[src/ddrtac_pkg.sv]
package ddrtac_pkg;
   // ==========================================================
   // register map, byte addresses on the low address bits
   localparam int ADDR_W = 8;
   localparam logic [ADDR_W-1:0] ADDR_BANK_CFG = 8'h00;
   localparam logic [ADDR_W-1:0] ADDR_TIM2 = 8'h04;
   localparam logic [ADDR_W-1:0] ADDR_AGING = 8'h08;
   localparam logic [ADDR_W-1:0] ADDR_STATUS = 8'h0C;
   // ==========================================================
   // bank configuration: only the timing write unlock bit is held
   localparam int UNLOCK_BIT = 15;
   localparam logic UNLOCK_RST = 1'h0;
   // ==========================================================
   // second timing set fields
   localparam int XSNR_LSB = 16;
   localparam int XSNR_W = 7;
   localparam int XSRD_LSB = 8;
   localparam int XSRD_W = 8;
   localparam int RTP_LSB = 5;
   localparam int RTP_W = 3;
   localparam int CKE_LSB = 0;
   localparam int CKE_W = 5;
   localparam int RSVD_LSB = 23;
   localparam int RSVD_W = 2;
   localparam int ZERO_LSB = 25;
   localparam logic [XSNR_W-1:0] XSNR_RST = 7'h1D;
   localparam logic [XSRD_W-1:0] XSRD_RST = 8'hF1;
   localparam logic [RTP_W-1:0] RTP_RST = 3'h2;
   localparam logic [CKE_W-1:0] CKE_RST = 5'h05;
   localparam logic [RSVD_W-1:0] RSVD_RST = 2'h0;
   // ==========================================================
   // aging threshold
   localparam int AGE_W = 8;
   localparam logic [AGE_W-1:0] AGE_RST = 8'hFF;
   localparam logic [AGE_W-1:0] AGE_OFF = 8'hFF;
   // ==========================================================
   // gap counters
   localparam int CNT_W = 8;
   localparam int NGAP = 4;
   localparam int GAP_XSNR = 0;
   localparam int GAP_XSRD = 1;
   localparam int GAP_RTP = 2;
   localparam int GAP_CKE = 3;
   // ==========================================================
   // bus encodings
   localparam logic [2:0] HSIZE_WORD = 3'h2;
   // ==========================================================
   // command kinds offered by the scheduler
   typedef enum logic [1:0] {
      CMD_OTHER = 2'h0,
      CMD_READ = 2'h1,
      CMD_PRECH = 2'h2
   } ddrtac_cmd_t;
endpackage : ddrtac_pkg

[src/ddrtac_age_if.sv]
`timescale 1ns/10ps
`default_nettype none
// ==========================================================
// link between the top and the aging counter
interface ddrtac_age_if;
   logic xfer;
   logic oldest_valid;
   logic retire;
   logic [ddrtac_pkg::AGE_W-1:0] thr;
   logic boost;
   logic [ddrtac_pkg::AGE_W-1:0] count;
   modport top (output xfer, output oldest_valid, output retire, output thr,
      input boost, input count);
   modport age (input xfer, input oldest_valid, input retire, input thr,
      output boost, output count);
endinterface : ddrtac_age_if
`default_nettype wire

[src/ddrtac_age.sv]
`timescale 1ns/10ps
`default_nettype none
// ==========================================================
// anti-starvation transfer counter
module ddrtac_age (
   // clock and reset
   input wire logic CLK,
   input wire logic RESETN,
   // top side
   ddrtac_age_if.age a
);
   logic [ddrtac_pkg::AGE_W-1:0] cnt_q, cnt_d;
   logic boost_q, boost_d;

   // next count and promotion pulse
   always_comb begin
      cnt_d = cnt_q;
      boost_d = 1'b0;
      if (a.retire || !a.oldest_valid) begin
         cnt_d = '0;
      end else if (a.xfer && a.thr != ddrtac_pkg::AGE_OFF) begin
         if (cnt_q >= a.thr) begin
            boost_d = 1'b1;
            cnt_d = '0;
         end else begin
            cnt_d = cnt_q + 8'h01;
         end
      end
   end

   // register the counter
   always_ff @(posedge CLK or negedge RESETN) begin
      if (!RESETN) begin
         cnt_q <= '0;
         boost_q <= 1'b0;
      end else begin
         cnt_q <= cnt_d;
         boost_q <= boost_d;
      end
   end

   assign a.boost = boost_q;
   assign a.count = cnt_q;
endmodule : ddrtac_age
`default_nettype wire

[src/ddrtac_top.sv]
// Notes on behaviour
// - timing register two takes writes only while the unlock bit is one
// - after self-refresh exit, non-read commands wait field 22-16 plus one cycles
// - after self-refresh exit, reads wait field 15-8 plus one cycles
// - read to following precharge spaced by field 7-5 plus one cycles
// - clock-enable transitions spaced by field 4-0 plus one cycles
// - bits 31-25 read zero; bits 24-23 reserved, zero after reset
// - oldest queued command is promoted after the programmed transfer count
// - aging threshold N promotes after N plus one transfers
// - aging threshold all ones disables promotion entirely
//
// Design decisions made here: the AHB-Lite interface to the registers and the register addresses.
`timescale 1ns/10ps
`default_nettype none
module ddrtac_top (
   // clock and reset
   input wire logic CLK,
   input wire logic RESETN,
   // ahb-lite slave
   input wire logic HSEL,
   input wire logic [31:0] HADDR,
   input wire logic [1:0] HTRANS,
   input wire logic HWRITE,
   input wire logic [2:0] HSIZE,
   input wire logic [31:0] HWDATA,
   input wire logic HREADY,
   output logic [31:0] HRDATA,
   output logic HREADYOUT,
   output logic HRESP,
   // scheduler command handshake
   input wire logic CMD_REQ,
   input wire logic [1:0] CMD_KIND,
   output logic CMD_GRANT,
   output logic [1:0] CMD_GRANT_KIND,
   // self-refresh and clock enable
   input wire logic SR_EXIT,
   input wire logic CKE_REQ,
   output logic DDR_CKE,
   // command queue aging
   input wire logic XFER_DONE,
   input wire logic OLDEST_VALID,
   input wire logic OLDEST_RETIRE,
   output logic OLDEST_BOOST
);
   // ==========================================================
   // bus address phase capture
   logic wr_pend_q, wr_pend_d;
   logic [ddrtac_pkg::ADDR_W-1:0] wr_addr_q, wr_addr_d;
   logic [31:0] rdata_q, rdata_d;
   logic ready_q;
   logic addr_ok;
   logic [ddrtac_pkg::ADDR_W-1:0] addr_lo;

   // ==========================================================
   // register state
   logic unlock_q, unlock_d;
   logic [ddrtac_pkg::XSNR_W-1:0] xsnr_q, xsnr_d;
   logic [ddrtac_pkg::XSRD_W-1:0] xsrd_q, xsrd_d;
   logic [ddrtac_pkg::RTP_W-1:0] rtp_q, rtp_d;
   logic [ddrtac_pkg::CKE_W-1:0] tcke_q, tcke_d;
   logic [ddrtac_pkg::RSVD_W-1:0] rsvd_q, rsvd_d;
   logic [ddrtac_pkg::AGE_W-1:0] age_thr_q, age_thr_d;
   logic [31:0] tim2_word;

   // ==========================================================
   // command gating state
   logic grant_q, grant_d;
   logic [1:0] gkind_q, gkind_d;
   logic cke_q, cke_d;
   logic kind_ok;
   logic [ddrtac_pkg::NGAP-1:0] gap_load;
   logic [ddrtac_pkg::NGAP-1:0] gap_busy;
   logic [ddrtac_pkg::CNT_W-1:0] gap_val [ddrtac_pkg::NGAP];

   ddrtac_age_if age_if ();

   // ==========================================================
   // address phase decode
   assign addr_ok = HSEL && HREADY && HTRANS[1];
   assign addr_lo = HADDR[ddrtac_pkg::ADDR_W-1:0];
   assign tim2_word = {7'h00, rsvd_q, xsnr_q, xsrd_q, rtp_q, tcke_q};

   // next bus state and read data, unmapped reads return zero
   always_comb begin
      wr_pend_d = addr_ok && HWRITE && HSIZE == ddrtac_pkg::HSIZE_WORD;
      wr_addr_d = addr_lo;
      rdata_d = rdata_q;
      if (addr_ok && !HWRITE) begin
         case (addr_lo)
            ddrtac_pkg::ADDR_BANK_CFG: rdata_d = 32'(unlock_q) << ddrtac_pkg::UNLOCK_BIT;
            ddrtac_pkg::ADDR_TIM2: rdata_d = tim2_word;
            ddrtac_pkg::ADDR_AGING: rdata_d = {24'h000000, age_thr_q};
            ddrtac_pkg::ADDR_STATUS: rdata_d = {19'h00000, cke_q, gap_busy, age_if.count};
            default: rdata_d = 32'h00000000;
         endcase
      end
   end

   // register the bus state
   always_ff @(posedge CLK or negedge RESETN) begin
      if (!RESETN) begin
         wr_pend_q <= 1'b0;
         wr_addr_q <= '0;
         rdata_q <= 32'h00000000;
         ready_q <= 1'b0;
      end else begin
         wr_pend_q <= wr_pend_d;
         wr_addr_q <= wr_addr_d;
         rdata_q <= rdata_d;
         ready_q <= 1'b1;
      end
   end

   // ==========================================================
   // register writes in the data phase
   always_comb begin
      unlock_d = unlock_q;
      xsnr_d = xsnr_q;
      xsrd_d = xsrd_q;
      rtp_d = rtp_q;
      tcke_d = tcke_q;
      rsvd_d = rsvd_q;
      age_thr_d = age_thr_q;
      if (wr_pend_q) begin
         case (wr_addr_q)
            ddrtac_pkg::ADDR_BANK_CFG: unlock_d = HWDATA[ddrtac_pkg::UNLOCK_BIT];
            ddrtac_pkg::ADDR_TIM2: begin
               if (unlock_q) begin
                  xsnr_d = HWDATA[ddrtac_pkg::XSNR_LSB +: ddrtac_pkg::XSNR_W];
                  xsrd_d = HWDATA[ddrtac_pkg::XSRD_LSB +: ddrtac_pkg::XSRD_W];
                  rtp_d = HWDATA[ddrtac_pkg::RTP_LSB +: ddrtac_pkg::RTP_W];
                  tcke_d = HWDATA[ddrtac_pkg::CKE_LSB +: ddrtac_pkg::CKE_W];
                  rsvd_d = HWDATA[ddrtac_pkg::RSVD_LSB +: ddrtac_pkg::RSVD_W];
               end
            end
            ddrtac_pkg::ADDR_AGING: age_thr_d = HWDATA[ddrtac_pkg::AGE_W-1:0];
            default: unlock_d = unlock_q;
         endcase
      end
   end

   // register the programmable state
   always_ff @(posedge CLK or negedge RESETN) begin
      if (!RESETN) begin
         unlock_q <= ddrtac_pkg::UNLOCK_RST;
         xsnr_q <= ddrtac_pkg::XSNR_RST;
         xsrd_q <= ddrtac_pkg::XSRD_RST;
         rtp_q <= ddrtac_pkg::RTP_RST;
         tcke_q <= ddrtac_pkg::CKE_RST;
         rsvd_q <= ddrtac_pkg::RSVD_RST;
         age_thr_q <= ddrtac_pkg::AGE_RST;
      end else begin
         unlock_q <= unlock_d;
         xsnr_q <= xsnr_d;
         xsrd_q <= xsrd_d;
         rtp_q <= rtp_d;
         tcke_q <= tcke_d;
         rsvd_q <= rsvd_d;
         age_thr_q <= age_thr_d;
      end
   end

   // ==========================================================
   // gap counter loads and values
   assign gap_load[ddrtac_pkg::GAP_XSNR] = SR_EXIT;
   assign gap_load[ddrtac_pkg::GAP_XSRD] = SR_EXIT;
   assign gap_load[ddrtac_pkg::GAP_RTP] = grant_d && gkind_d == ddrtac_pkg::CMD_READ;
   assign gap_load[ddrtac_pkg::GAP_CKE] = cke_d != cke_q;
   assign gap_val[ddrtac_pkg::GAP_XSNR] = {1'b0, xsnr_q};
   assign gap_val[ddrtac_pkg::GAP_XSRD] = xsrd_q;
   assign gap_val[ddrtac_pkg::GAP_RTP] = {5'h00, rtp_q};
   assign gap_val[ddrtac_pkg::GAP_CKE] = {3'h0, tcke_q};

   // one down counter per gap, busy while nonzero
   for (genvar i = 0; i < ddrtac_pkg::NGAP; i++) begin : g_gap
      logic [ddrtac_pkg::CNT_W-1:0] cnt_q, cnt_d;
      always_comb begin
         cnt_d = cnt_q;
         if (gap_load[i]) begin
            cnt_d = gap_val[i];
         end else if (cnt_q != '0) begin
            cnt_d = cnt_q - 8'h01;
         end
      end
      always_ff @(posedge CLK or negedge RESETN) begin
         if (!RESETN) begin
            cnt_q <= '0;
         end else begin
            cnt_q <= cnt_d;
         end
      end
      assign gap_busy[i] = cnt_q != '0;
   end

   // ==========================================================
   // grant and clock enable decisions
   always_comb begin
      case (CMD_KIND)
         ddrtac_pkg::CMD_READ: kind_ok = !gap_busy[ddrtac_pkg::GAP_XSRD];
         ddrtac_pkg::CMD_PRECH: kind_ok = !gap_busy[ddrtac_pkg::GAP_XSNR] &&
            !gap_busy[ddrtac_pkg::GAP_RTP];
         default: kind_ok = !gap_busy[ddrtac_pkg::GAP_XSNR];
      endcase
      grant_d = CMD_REQ && !grant_q && !SR_EXIT && kind_ok;
      gkind_d = grant_d ? CMD_KIND : gkind_q;
      cke_d = gap_busy[ddrtac_pkg::GAP_CKE] ? cke_q : CKE_REQ;
   end

   // register grant and clock enable
   always_ff @(posedge CLK or negedge RESETN) begin
      if (!RESETN) begin
         grant_q <= 1'b0;
         gkind_q <= ddrtac_pkg::CMD_OTHER;
         cke_q <= 1'b0;
      end else begin
         grant_q <= grant_d;
         gkind_q <= gkind_d;
         cke_q <= cke_d;
      end
   end

   // ==========================================================
   // aging counter
   assign age_if.xfer = XFER_DONE;
   assign age_if.oldest_valid = OLDEST_VALID;
   assign age_if.retire = OLDEST_RETIRE;
   assign age_if.thr = age_thr_q;

   ddrtac_age u_age (
      .CLK(CLK),
      .RESETN(RESETN),
      .a(age_if)
   );

   // ==========================================================
   // outputs
   assign HRDATA = rdata_q;
   assign HREADYOUT = ready_q;
   assign HRESP = 1'b0;
   assign CMD_GRANT = grant_q;
   assign CMD_GRANT_KIND = gkind_q;
   assign DDR_CKE = cke_q;
   assign OLDEST_BOOST = age_if.boost;

   // ==========================================================
   // helper counters: edges since each event, saturating
   logic [7:0] since_srx_q, since_rd_q, since_cke_q;
   logic rd_phase_q;
   always_ff @(posedge CLK or negedge RESETN) begin
      if (!RESETN) begin
         since_srx_q <= 8'hFF;
         since_rd_q <= 8'hFF;
         since_cke_q <= 8'hFF;
         rd_phase_q <= 1'b0;
      end else begin
         since_srx_q <= SR_EXIT ? 8'h00 : since_srx_q + 8'(since_srx_q != 8'hFF);
         since_rd_q <= gap_load[ddrtac_pkg::GAP_RTP] ? 8'h00 :
            since_rd_q + 8'(since_rd_q != 8'hFF);
         since_cke_q <= gap_load[ddrtac_pkg::GAP_CKE] ? 8'h00 :
            since_cke_q + 8'(since_cke_q != 8'hFF);
         rd_phase_q <= addr_ok && !HWRITE && addr_lo == ddrtac_pkg::ADDR_TIM2;
      end
   end
endmodule : ddrtac_top
`default_nettype wire

[config.mk]
export PLATFORM = sky130hd
export DESIGN_NAME = ddrtac_top
export DESIGN_NICKNAME = d
export VERILOG_FILES = /design/src/ddrtac_pkg.sv /design/src/ddrtac_age_if.sv /design/src/ddrtac_age.sv /design/src/ddrtac_top.sv
export SDC_FILE = /design/constraint.sdc
export NUM_CORES = 1
export LEC_CHECK = 0
export ABC_AREA = 1
export BUFFER_PORTS_ARGS = -buffer_cell sky130_fd_sc_hd__buf_2
export CAP_MARGIN = 0
export CORE_ASPECT_RATIO = 1.25
export CORE_MARGIN = 1
export CORE_UTILIZATION = 59
export CTS_CLUSTER_SIZE = 8
export DETAILED_ROUTE_END_ITERATION = 8
export PLACE_DENSITY = 0.93
export SYNTH_ARGS = -nofsm -noshare
export SYNTH_HDL_FRONTEND = slang
export SYNTH_SLANG_ARGS = --single-unit
[constraint.sdc]
create_clock -name CLK -period 5.3 [get_ports CLK]
set_clock_uncertainty 0.1 [all_clocks]
set_input_delay 0.265 -clock CLK [delete_from_list [all_inputs] [get_ports CLK]]
set_output_delay 0.265 -clock CLK [all_outputs]
set_load 0.005 [all_outputs]
==> results of run 1 <==
## flip-flops by register name, summed over array words and instances (netlist names), 2 cells and up
signal / flops
age_if.thr: 8
rsvd_q: 2
tcke_q: 5
wr_addr_q: 8
u_age.a.count: 8
xsnr_q: 7
rtp_q: 3
xsrd_q: 8
CMD_GRANT_KIND: 2
g_gap.cnt_q: 32
HRDATA: 25
## worst max path at each step
stage / startpoint / to / slack (ns) / cells after the start
finish: wr_addr_q[5] / xsrd_q[3] / 2.96 / 5
global route: g_gap[1].cnt_q[1] / g_gap[2].cnt_q[0] / 2.84 / 8
CTS: wr_addr_q[3] / xsrd_q[2] / 2.99 / 5
detailed placement: wr_addr_q[5] / xsrd_q[2] / 3.00 / 5
global placement: wr_addr_q[7] / xsnr_q[5] / 3.09 / 5
floorplan: age_if.thr[7] / u_age.a.count[3] / 3.54 / 5
## placed cells by master, fill, tap and decap left out, types with 2 or more instances in the layout
cell type / count
dfrtp_1: 94
dlygate4sd3_1: 22
o22ai_1: 19
nor3_1: 2
o221ai_1: 3
xor2_1: 17
xnor2_1: 4
nand3_1: 36
inv_1: 113
ha_1: 18
conb_1: 9
nand2_1: 144
nand4_1: 10
o21ai_0: 42
nor2_1: 34
clkbuf_1: 5
buf_2: 79
clkinv_2: 4
or2_2: 2
clkbuf_8: 5
o21ai_1: 3
nand2_2: 2
dfstp_2: 20
clkbuf_16: 17
a21oi_1: 14
nand3b_1: 2
nor3_2: 2
nor4_1: 4
o21ai_2: 26
nor2_2: 2
buf_4: 3
o211ai_1: 4
nor3_4: 3
## cell type report
cell class                 instances  area share (%)
clock buffer                      27           7.346
sequential                       114           41.21
timing repair buffer             104           9.138
multi-input combinational        413           33.15
inverter                         115           6.182
clock inverter                     5          0.7167
tap                              126           2.258
## kinds of logic after synthesis
family	Yosys count
xor+xnor	21
flops	114
buf+inv	139
compound gates	117
simple gates	248
fa+ha+maj	18
other cells	2
## metrics by stage
step,cells,worst slack (ns),power [W]
3_3_place_gp,850,3.086,0.001240
4_1_cts,904,2.992,0.002356
5_1_grt,904,2.841,0.002457
2_1_floorplan,666,3.537,0.001178
3_5_place_dp,850,3.005,0.001267
6_report,904,2.965,0.002363
## power groups by stage
stage / sequential (W) / clock, W / combinational, W
final: 0.000979 / 0.00108 / 0.000301
after global routing: 0.000984 / 0.00113 / 0.000341
after CTS: 0.000977 / 0.00108 / 0.000297
after detailed placement: 0.000988 / 0 / 0.000279
after global placement: 0.000983 / 0 / 0.000257
after floorplan: 0.000978 / 0 / 0.000200
## metal layers
metal  wire (um)  up-vias  global-route usage (%)
li1            -     2320                       -
met4         654        0                   18.28
met5           0        -                       0
met1        5557     2424                   35.86
met3        1041       61                   7.724
met2        7577      260                   53.23
## tightest hold or removal path: stages
cell	delay [ns]
buf_2	0.10
inv_1	0.06
o21ai_2	0.05
==> impl_results.md, run 1 <==
* Clock transition at path regs at about 0.050 ns
* Post-CTS Resized at 0
* XOR/XNOR Fraction of Synth Area at 3.189%
* Avg Synthesized Cell Area at 8.751 um2
* CP Capture Type: register
* Worst Path Class, Setup: register to register
* Post-CTS setup buffers at 0
* Least-Margin Pin Slew at around 1.2 ns
* Flip-flop and latch area at 2878 um2
* Row count at 40
* Drt pass-1 iters at 5
* Synth async-reset ratio at 100.0%
* # fillers at 614
* Mux cell area share after synthesis at 0%
* Fraction of the mapped netlist area in simple logic gates at about a fifth
* Die W at 90.43 um
* Mapped cell area at around 5800 um2
* Critical path arrival at 2.50 ns
* Cts bufs inserted at 17
* Number of port buffers at 80
* Most common cell in the netlist: nand2_1
* Post-Synthesis Cells at roughly 660
* Hold Path Depth at 3
* Largest net degree at the start of global routing at 59
* Synth Area in Adders at 3.905%
* Synth top area share at 40.79%
* CTS sink cnt at between 100 and 150
* FF-to-FF setup slack at 2.96 ns
* Final Slew Violations at 0
* Initial Util at approximately 60%
* Yosys warning count at 0
* Worst Hold Class: input pin to register
* Fin area at 6983 um2
* Max Cap Violations at 0
* Switching Share at approximately 26%
* WP buf/inv at 0
* CP cell instances: nor2_1, nand2_1, or4_2, nand2_1, o21ai_2
* Top FF cell, synth: dfrtp_1
* Vias in the first global route at ~5300
* Finished Core Util at 73.05%
* Post-placement cell area at approximately 6200 um2
* Clock share of power at 45.8%
* CP peak stage delay at 1.17 ns
* Sw power at 0.0006097 W
* Initial antenna violation count at 0
* Number of synthesized flops with an enable pin at 0
* GPL Wtd Cong at 0.8751
* CP Max Fanout at 50
* Hold endpoint: rsvd_q[1]
* Failing checks: hold timing
* Fin crit share at 44.06%
* Gate power share at between 10% and 20%
* Skew-Pair Late Insertion Delay at around 0.42 ns
* Core box area at 9559 um2
* DR iter-0 viols at 500
* Complex-gate fraction of the synthesized area at 12.93%
* Avg WL per Cell at 16.40 um
* Antenna diodes at 0
* Minimum clock period at 2.335 ns
* Synth top area cells: dfrtp_1, nand2_1, dfstp_2
* Antenna-violating nets left at 0
* # nets final at 865
* Die area at 10180 um2
* Hold WS at -0.0007240 ns
* Worst path required time at 5.47 ns
* R2r startpoint: wr_addr_q[5]
* Final wirelength at 14830 um
* First-pass GRT wire length at about 25000 um
* Via density at about 5.6
* Hold_buf cts at 22
* Setup TNS at 0 ns
* Sequential Power Share at 41.4%
* Most frequent CP cell: nand2_1
* Lkg Pwr at roughly 3.9 nW
* Worst R2R Path Depth at 5
* Vias at 5065
* Synth Register Bits at between 100 and 150
* Crit-path slowest cell: or4_2
* TritonCTS clock tree: yes
* Die Ht at 112.5 um
* Peak supply drop at 0.2946 mV
* H-Tree Depth at 4
* # setup viols final at 0
* Final hold violations at 1
* Post-synth cell types at 43
* # IOs at 121
* Clock tree buffer depth at 2
* Slew margin rel. at 21.39%
* Grt ovf at 0
* Power Density at 338.4 nW/um2
* Crit Reg-Reg Endpoint: xsrd_q[3]
* Seq/Total Area, Yosys at between 40 and 50%
* GRT Util Overall at about 31%
* Internal at 0.001753 W
* RSZ-0062 raised after global routing: false
* Fmax at 428.2 MHz
* Ratio of cells with drive above 1 in the final layout at 22.11%
* Largest family of logic cells by synthesized area: simple AND/OR/NAND/NOR gates
* Crit path launch type: register
* Post-DP HPWL at around 9500 um
* Crit path max-delay family: simple AND/OR/NAND/NOR gates
* Status: complete, but fails checks
* DRC viols at 0
* Multi-input gate area at approximately 2300 um2
* Cell accounting for the most synthesized area: dfrtp_1
* Hold_sp: HWDATA[24]
* Root Buffer Master: clkbuf_16
* Commonest cells in the synthesized netlist: nand2_1, inv_1, dfrtp_1, o21ai_0, nand3_1
* Area grow syn2layout at 21.09%
No activity file was read; power rests on OpenSTA's default activity.
==> run 2: changes to the inputs <==
- CORE_UTILIZATION: 59 -> 50
- PLACE_DENSITY: 0.93 -> 0.85
- clock period: 5.3 -> 1.94 ns (I/O delays scaled with it)
==> impl_results.md, run 2 (synthesized netlist as in run 1, its figures left out) <==
* CTS sink cnt at 114 (unchanged)
* Die Ht at 122.1 um (was 112.5 um)
* Clock transition at path regs at 0.05 ns (about the same)
* Antenna-violating nets left at 0 (unchanged)
* Sequential Power Share at 40.7% (was 41.4%)
* Die area at 11970 um2 (was 10180 um2)
* H-Tree Depth at 4 (unchanged)
* Final worst slack at -0.03245 ns (was 2.965 ns)
* # IOs at 121 (unchanged)
* Area grow syn2layout at 28.86% (was 21.09%)
* Initial Util at 51.78% (was 60.33%)
* TritonCTS clock tree: yes (unchanged)
* Worst R2R Path Depth at 8 (was 5)
* Skew-Pair Late Insertion Delay at 0.42 ns (about the same)
* Max reg flops at 32 (unchanged)
* Initial antenna violation count at 0 (unchanged)
* Worst Hold Class: input pin to asynchronous set/reset pin (was input pin to register)
* Number of port buffers at 80 (unchanged)
* Status: complete, but fails checks (unchanged)
* GRT Util Overall at 25.50% (was 31.28%)
* Crit path launch type: register (unchanged)
* Largest Register: g_gap.cnt_q (unchanged)
* Row count at 43 (was 40)
* Antenna diodes at 0 (unchanged)
* Die W at 98.06 um (was 90.43 um)
* Core box area at 11140 um2 (was 9559 um2)
* Internal at 0.004909 W (was 0.001753 W)
* Fmax at 507.0 MHz (was 428.2 MHz)
* Failing checks: DRC, hold timing, setup timing (was hold timing)
* Avg WL per Cell at 15.04 um (was 16.40 um)
* Root Buffer Master: clkbuf_16 (unchanged)
* Switching Share at 25.04% (was 25.80%)
* CP Max Fanout at 4 (was 50)
* CP Capture Type: register (unchanged)
* Hold WS at -0.0002186 ns (was -0.0007240 ns)
* Fin crit share at 101.7% (was 44.06%)
* Slew margin rel. at 62.30% (was 21.39%)
* Worst path required time at 2.13 ns (was 5.47 ns)
* R2r startpoint: age_if.thr[7] (was wr_addr_q[5])
* Via density at 5.249 (was 5.603)
* Post-DP HPWL at 8932 um (was 9470 um)
* Minimum clock period at 1.972 ns (was 2.335 ns)
* DRC viols at 5 (was 0)
* Clock share of power at 46.2% (was 45.8%)
* Grt ovf at 0 (unchanged)
* Most common cell after layout, fill and taps aside: nand2_1 (unchanged)
* Commonest cells after routing, fill and taps aside: nand2_1, inv_1, dfrtp_1 (unchanged)
* Critical path arrival at 2.16 ns (was 2.50 ns)
* Crit path from: age_if.thr[7] (was wr_addr_q[5])
* FF-to-FF setup slack at -0.03 ns (was 2.96 ns)
* Cts bufs inserted at 17 (unchanged)
* Least-Margin Pin Slew at 0.5613 ns (was 1.179 ns)
* Largest net degree at the start of global routing at 98 (was 59)
* Lkg Pwr at 4.073 nW (was 3.868 nW)
* First-pass GRT wire length at 23550 um (was 24780 um)
* Critical path destination: u_age.a.count[4] (was xsrd_q[3])
* # setup viols final at 9 (was 0)
* Peak supply drop at 0.6064 mV (was 0.2946 mV)
* Vias at 4992 (was 5065)
* Power Density at 881.3 nW/um2 (was 338.4 nW/um2)
* GPL Wtd Cong at 0.8205 (was 0.8751)
* Clock tree buffer depth at 2 (unchanged)
* # nets final at 903 (was 865)
* Final hold violations at 3 (was 1)
* Crit Reg-Reg Endpoint: u_age.a.count[4] (was xsrd_q[3])
* Sw power at 0.001640 W (was 0.0006097 W)
* Gate power share at 13.1% (was 12.7%)
* Final Slew Violations at 0 (unchanged)
* Total Power at 0.006549 W (was 0.002363 W)
* Vias in the first global route at 5095 (was 5311)
* Drt pass-1 iters at 7 (was 5)
* DR iter-0 viols at 396 (was 500)
* Worst Path Class, Setup: register to register (unchanged)
* Max Cap Violations at 0 (unchanged)
* Final wirelength at 14310 um (was 14830 um)
* Ratio of cells with drive above 1 in the final layout at 24.63% (was 22.11%)
==> run 2: through the flow <==
step / utilization (%) / setup WS (ns) / instances / area, um2 / TNS [ns]
after floorplan: - / 0.1769 / 666 / 5793 / 0
after global placement: 56.94 / 0.1198 / 873 / 6341 / 0
after detailed placement: 56.94 / 0.06765 / 873 / 6341 / 0
after CTS: 66.03 / 0.01956 / 948 / 7353 / 0
after global routing: 66.72 / -0.09228 / 951 / 7431 / -0.7322
final: 66.72 / -0.03245 / 951 / 7431 / -0.1610
==> run 2: layer usage <==
layer / share of wire [%] / global-route usage, %
met2: 51 / 44.67
met5: 0 / 0
met1: 40 / 29.58
met4: 2.8 / 11.74
met3: 5.9 / 6.081
==> run 2: how the worst min path moves through the flow <==
stage / from / to / slack (ns) / cells after the start
3_5_place_dp: RESETN / HRDATA[11] / -0.12 / 1
3_3_place_gp: RESETN / DDR_CKE / -0.11 / 1
6_report: RESETN / HRDATA[11] / -0.0002 / 2
5_1_grt: RESETN / u_age.a.boost / 0.03 / 2
2_1_floorplan: RESETN / CMD_GRANT / -0.30 / 0
4_1_cts: RESETN / u_age.a.count[3] / 0.002 / 2
==> run 2: worst max-delay path, cell delays in order (launching register included) <==
cell and delay, ns:
dfstp_2 0.57, inv_1 0.05, ha_1 0.29, nand2_1 0.12, nor2_2 0.15, nand4_1 0.15, o2111ai_2 0.16, buf_4 0.19
o22ai_1 0.07
==> run 2: power groups by stage <==
| stage | combinational [W] | sequential, W | clock (W) |
|---|---|---|---|
| 2_1_floorplan | 0.000545 | 0.00267 | 0 |
| 3_3_place_gp | 0.000721 | 0.00269 | 0 |
| 3_5_place_dp | 0.000755 | 0.00269 | 0 |
| 4_1_cts | 0.000825 | 0.00266 | 0.00303 |
| 5_1_grt | 0.000994 | 0.00269 | 0.00317 |
| 6_report | 0.000855 | 0.00267 | 0.00303 |
==> run 2: what timing repair did <==
item                                    in CTS  in global routing
endpoints found under the setup margin       1                 24
pin swaps                                    1                  6
hold endpoints to repair                   157                  0
resized for setup                            1                 19
gates cloned                                 0                  1
hold buffers                                43                  0
buffers inserted                             0                  2
==> run 2: area by class of cell <==
type	instances	area, um2
multi-input combinational	413	2366
timing repair buffer	142	1005
clock buffer	28	536.8
fill	799	3706
clock inverter	4	45.04
tap	135	168.9
sequential	114	2878
inverter	115	431.7
==> run 3: changes to the inputs <==
- ABC_AREA: 1 -> default
- CORE_UTILIZATION: 50 -> 49
- PLACE_DENSITY: 0.85 -> 0.84
==> impl_results.md, run 3 <==
* Die area at 11730 um2 (was 11970 um2)
* Initial Util at 50.20% (was 51.78%)
* Max Cap Violations at 0 (unchanged)
* Final wirelength at 16260 um (was 14310 um)
* Fin crit share at 132.6% (was 101.7%)
* DRC viols at 0 (was 5)
* Minimum clock period at 2.573 ns (was 1.972 ns)
* H-Tree Depth at 4 (unchanged)
* Hold endpoint: CMD_GRANT_KIND[1]
* Area grow syn2layout at 43.62% (was 28.86%)
* Status: complete, but fails checks (unchanged)
* R2r startpoint: g_gap[0].cnt_q[0] (was age_if.thr[7])
* Mapped cell area at 5537 um2 (was 5767 um2)
* Setup TNS at -8.619 ns (was -0.1610 ns)
* Multi-input gate area at 2695 um2 (was 2366 um2)
* Fmax at 388.7 MHz (was 507.0 MHz)
* Seq/Total Area, Yosys at 51.98% (was 49.90%)
* Power Density at 967.7 nW/um2 (was 881.3 nW/um2)
* Clock tree buffer depth at 2 (unchanged)
* # setup viols final at 27 (was 9)
* Clock transition at path regs at 0.05 ns (about the same)
* Hold Path Depth at 4
* GPL Wtd Cong at 0.8857 (was 0.8205)
* Root Buffer Master: clkbuf_16 (unchanged)
* Post-synth cell types at 51 (was 43)
* CP Capture Type: register (unchanged)
* Most common cell after layout, fill and taps aside: dfrtp_1 (was nand2_1)
* Least-Margin Pin Slew at 0.5999 ns (was 0.5613 ns)
* CP Max Fanout at 5 (was 4)
* Number of synthesized flops with an enable pin at 0 (unchanged)
* Antenna diodes at 0 (unchanged)
* Die Ht at 120.8 um (was 122.1 um)
* TritonCTS clock tree: yes (unchanged)
* Largest net degree at the start of global routing at 55 (was 98)
* Failing checks: setup timing (was DRC, hold timing, setup timing)
* Commonest cells after routing, fill and taps aside: dfrtp_1, nand2_1, buf_4 (was nand2_1, inv_1, dfrtp_1)
* Grt ovf at 0 (unchanged)
* Via density at 5.602 (was 5.249)
* Vias at 4986 (was 4992)
* Worst Hold Class: input pin to register (was input pin to asynchronous set/reset pin)
* Largest Register: g_gap.cnt_q (unchanged)
* DR iter-0 viols at 286 (was 396)
* Drt pass-1 iters at 5 (was 7)
* Post-placement cell area at 6634 um2 (was 6341 um2)
* Final hold violations at 0 (was 3)
* Commonest cells in the synthesized netlist: dfrtp_1, nand2_1, o21ai_0, mux2_2 (was nand2_1, inv_1, dfrtp_1, o21ai_0, nand3_1)
* Antenna-violating nets left at 0 (unchanged)
* Worst Path Class, Setup: register to register (unchanged)
* Core box area at 11030 um2 (was 11140 um2)
* CTS sink cnt at 114 (unchanged)
* Hold_sp: CMD_REQ
* Synth top area share at 42.49% (was 40.79%)
* RSZ-0062 raised after global routing: true
* Hold WS at 0.06208 ns (was -0.0002186 ns)
* Final Slew Violations at 0 (unchanged)
* Most common cell in the netlist: dfrtp_1 (was nand2_1)
* Synth async-reset ratio at 100.0% (unchanged)
* Cell accounting for the most synthesized area: dfrtp_1 (unchanged)
* # IOs at 121 (unchanged)
* Vias in the first global route at 5336 (was 5095)
* Critical path arrival at 2.76 ns (was 2.16 ns)
* Crit path launch type: register (unchanged)
* Synth Register Bits at 114 (unchanged)
* Avg WL per Cell at 18.27 um (was 15.04 um)
* Cts bufs inserted at 17 (unchanged)
* Ratio of cells with drive above 1 in the final layout at 41.59% (was 24.63%)
* Avg Synthesized Cell Area at 10.41 um2 (was 8.751 um2)
* Lkg Pwr at 3.698 nW (was 4.073 nW)
* Synth top area cells: dfrtp_1, dfstp_2, mux2_2 (was dfrtp_1, nand2_1, dfstp_2)
* Number of port buffers at 80 (unchanged)
* Post-Synthesis Cells at 532 (was 659)
* Slew margin rel. at 60.01% (was 62.30%)
* Yosys warning count at 0 (unchanged)
* Max reg flops at 32 (unchanged)
* Post-DP HPWL at 9788 um (was 8932 um)
* Crit Reg-Reg Endpoint: g_gap[2].cnt_q[2] (was u_age.a.count[4])
* First-pass GRT wire length at 25280 um (was 23550 um)
* Initial antenna violation count at 0 (unchanged)
* Final worst slack at -0.6330 ns (was -0.03245 ns)
* Worst R2R Path Depth at 8 (unchanged)
* Worst path required time at 2.12 ns (was 2.13 ns)
* Die W at 97.08 um (was 98.06 um)
* Fin area at 7951 um2 (was 7431 um2)
* Row count at 43 (unchanged)
* Peak supply drop at 0.7110 mV (was 0.6064 mV)
* Flip-flop and latch area at 2878 um2 (unchanged)
* Top FF cell, synth: dfrtp_1 (unchanged)
* GRT Util Overall at 27.73% (was 25.50%)
* # fillers at 680 (was 799)
* # nets final at 842 (was 903)
* Total Power at 0.007694 W (was 0.006549 W)
* FF-to-FF setup slack at -0.63 ns (was -0.03 ns)
* Skew-Pair Late Insertion Delay at 0.41 ns (was 0.42 ns)
run 3: logic make-up (layout without fill, tap and decap cells):
| kind of cell | count (synthesis) | in the layout | synth area share (%) |
|---|---|---|---|
| buf+inv | 51 | 267 | 4.000 |
| compound gates | 96 | 96 | 10.24 |
| fa+ha+maj | 18 | 18 | 4.068 |
| simple gates | 183 | 183 | 16.43 |
| other cells | 2 | 9 | 0.1356 |
| flops | 114 | 114 | 51.98 |
| mux | 51 | 51 | 10.46 |
| xor+xnor | 17 | 17 | 2.689 |
run 3: worst max path at each step:
stage | start | end | slack, ns | cells past startpoint
finish | g_gap[0].cnt_q[0] | g_gap[2].cnt_q[2] | -0.63 | 8
global route | g_gap[0].cnt_q[0] | g_gap[2].cnt_q[2] | -0.70 | 8
CTS | g_gap[0].cnt_q[0] | g_gap[2].cnt_q[2] | -0.60 | 8
detailed placement | g_gap[0].cnt_q[1] | g_gap[2].cnt_q[2] | -0.58 | 8
global placement | g_gap[0].cnt_q[1] | g_gap[2].cnt_q[1] | -0.49 | 8
floorplan | g_gap[0].cnt_q[0] | g_gap[2].cnt_q[0] | -0.57 | 7
run 3: layout make-up:
| type | instances | area share, % |
|---|---|---|
| repair buffers | 210 | 19.09 |
| multi-input cells | 374 | 33.89 |
| clock inverters | 10 | 1.684 |
| flip-flops and latches | 114 | 36.19 |
| clock buffers | 22 | 5.838 |
| inverters | 25 | 1.180 |
| well taps | 135 | 2.124 |
run 3: critical path, stage by stage (launching register included):
cell     delay (ns)
dfrtp_1        0.39
inv_2          0.10
ha_4           0.14
or3b_4         0.37
or3_4          0.36
o32a_4         0.21
nor4_4         0.27
buf_4          0.20
mux2_4         0.31
run 3: where the power goes:
part	internal (W)	switching [W]	leakage [nW]
combinational	0.000843	0.000808	2.01
sequential	0.00267	0.000210	1.40
clock	0.00208	0.00108	0.290
run 3: what timing repair did:
item	4_1_cts	5_1_grt
pin swaps	9	17
endpoints found under the hold margin	145	0
resized for setup	24	28
setup endpoints to repair	39	37
hold buffers	40	0
setup buffers	9	6
run 3: metal layers:
layer	wire (um)	share of wire [%]	track usage [%]
met4	481	3.0	14.74
met3	879	5.4	6.474
met5	0	0	0
met2	8921	55	50.57
met1	5974	37	29.61
run 3: through the flow:
step / std cells / worst slack (ns) / util [%]
2_1_floorplan: 539 / -0.5743 / -
3_3_place_gp: 804 / -0.4885 / 60.15
3_5_place_dp: 804 / -0.5841 / 60.15
4_1_cts: 885 / -0.5988 / 70.57
5_1_grt: 890 / -0.6951 / 72.09
6_report: 890 / -0.6330 / 72.09
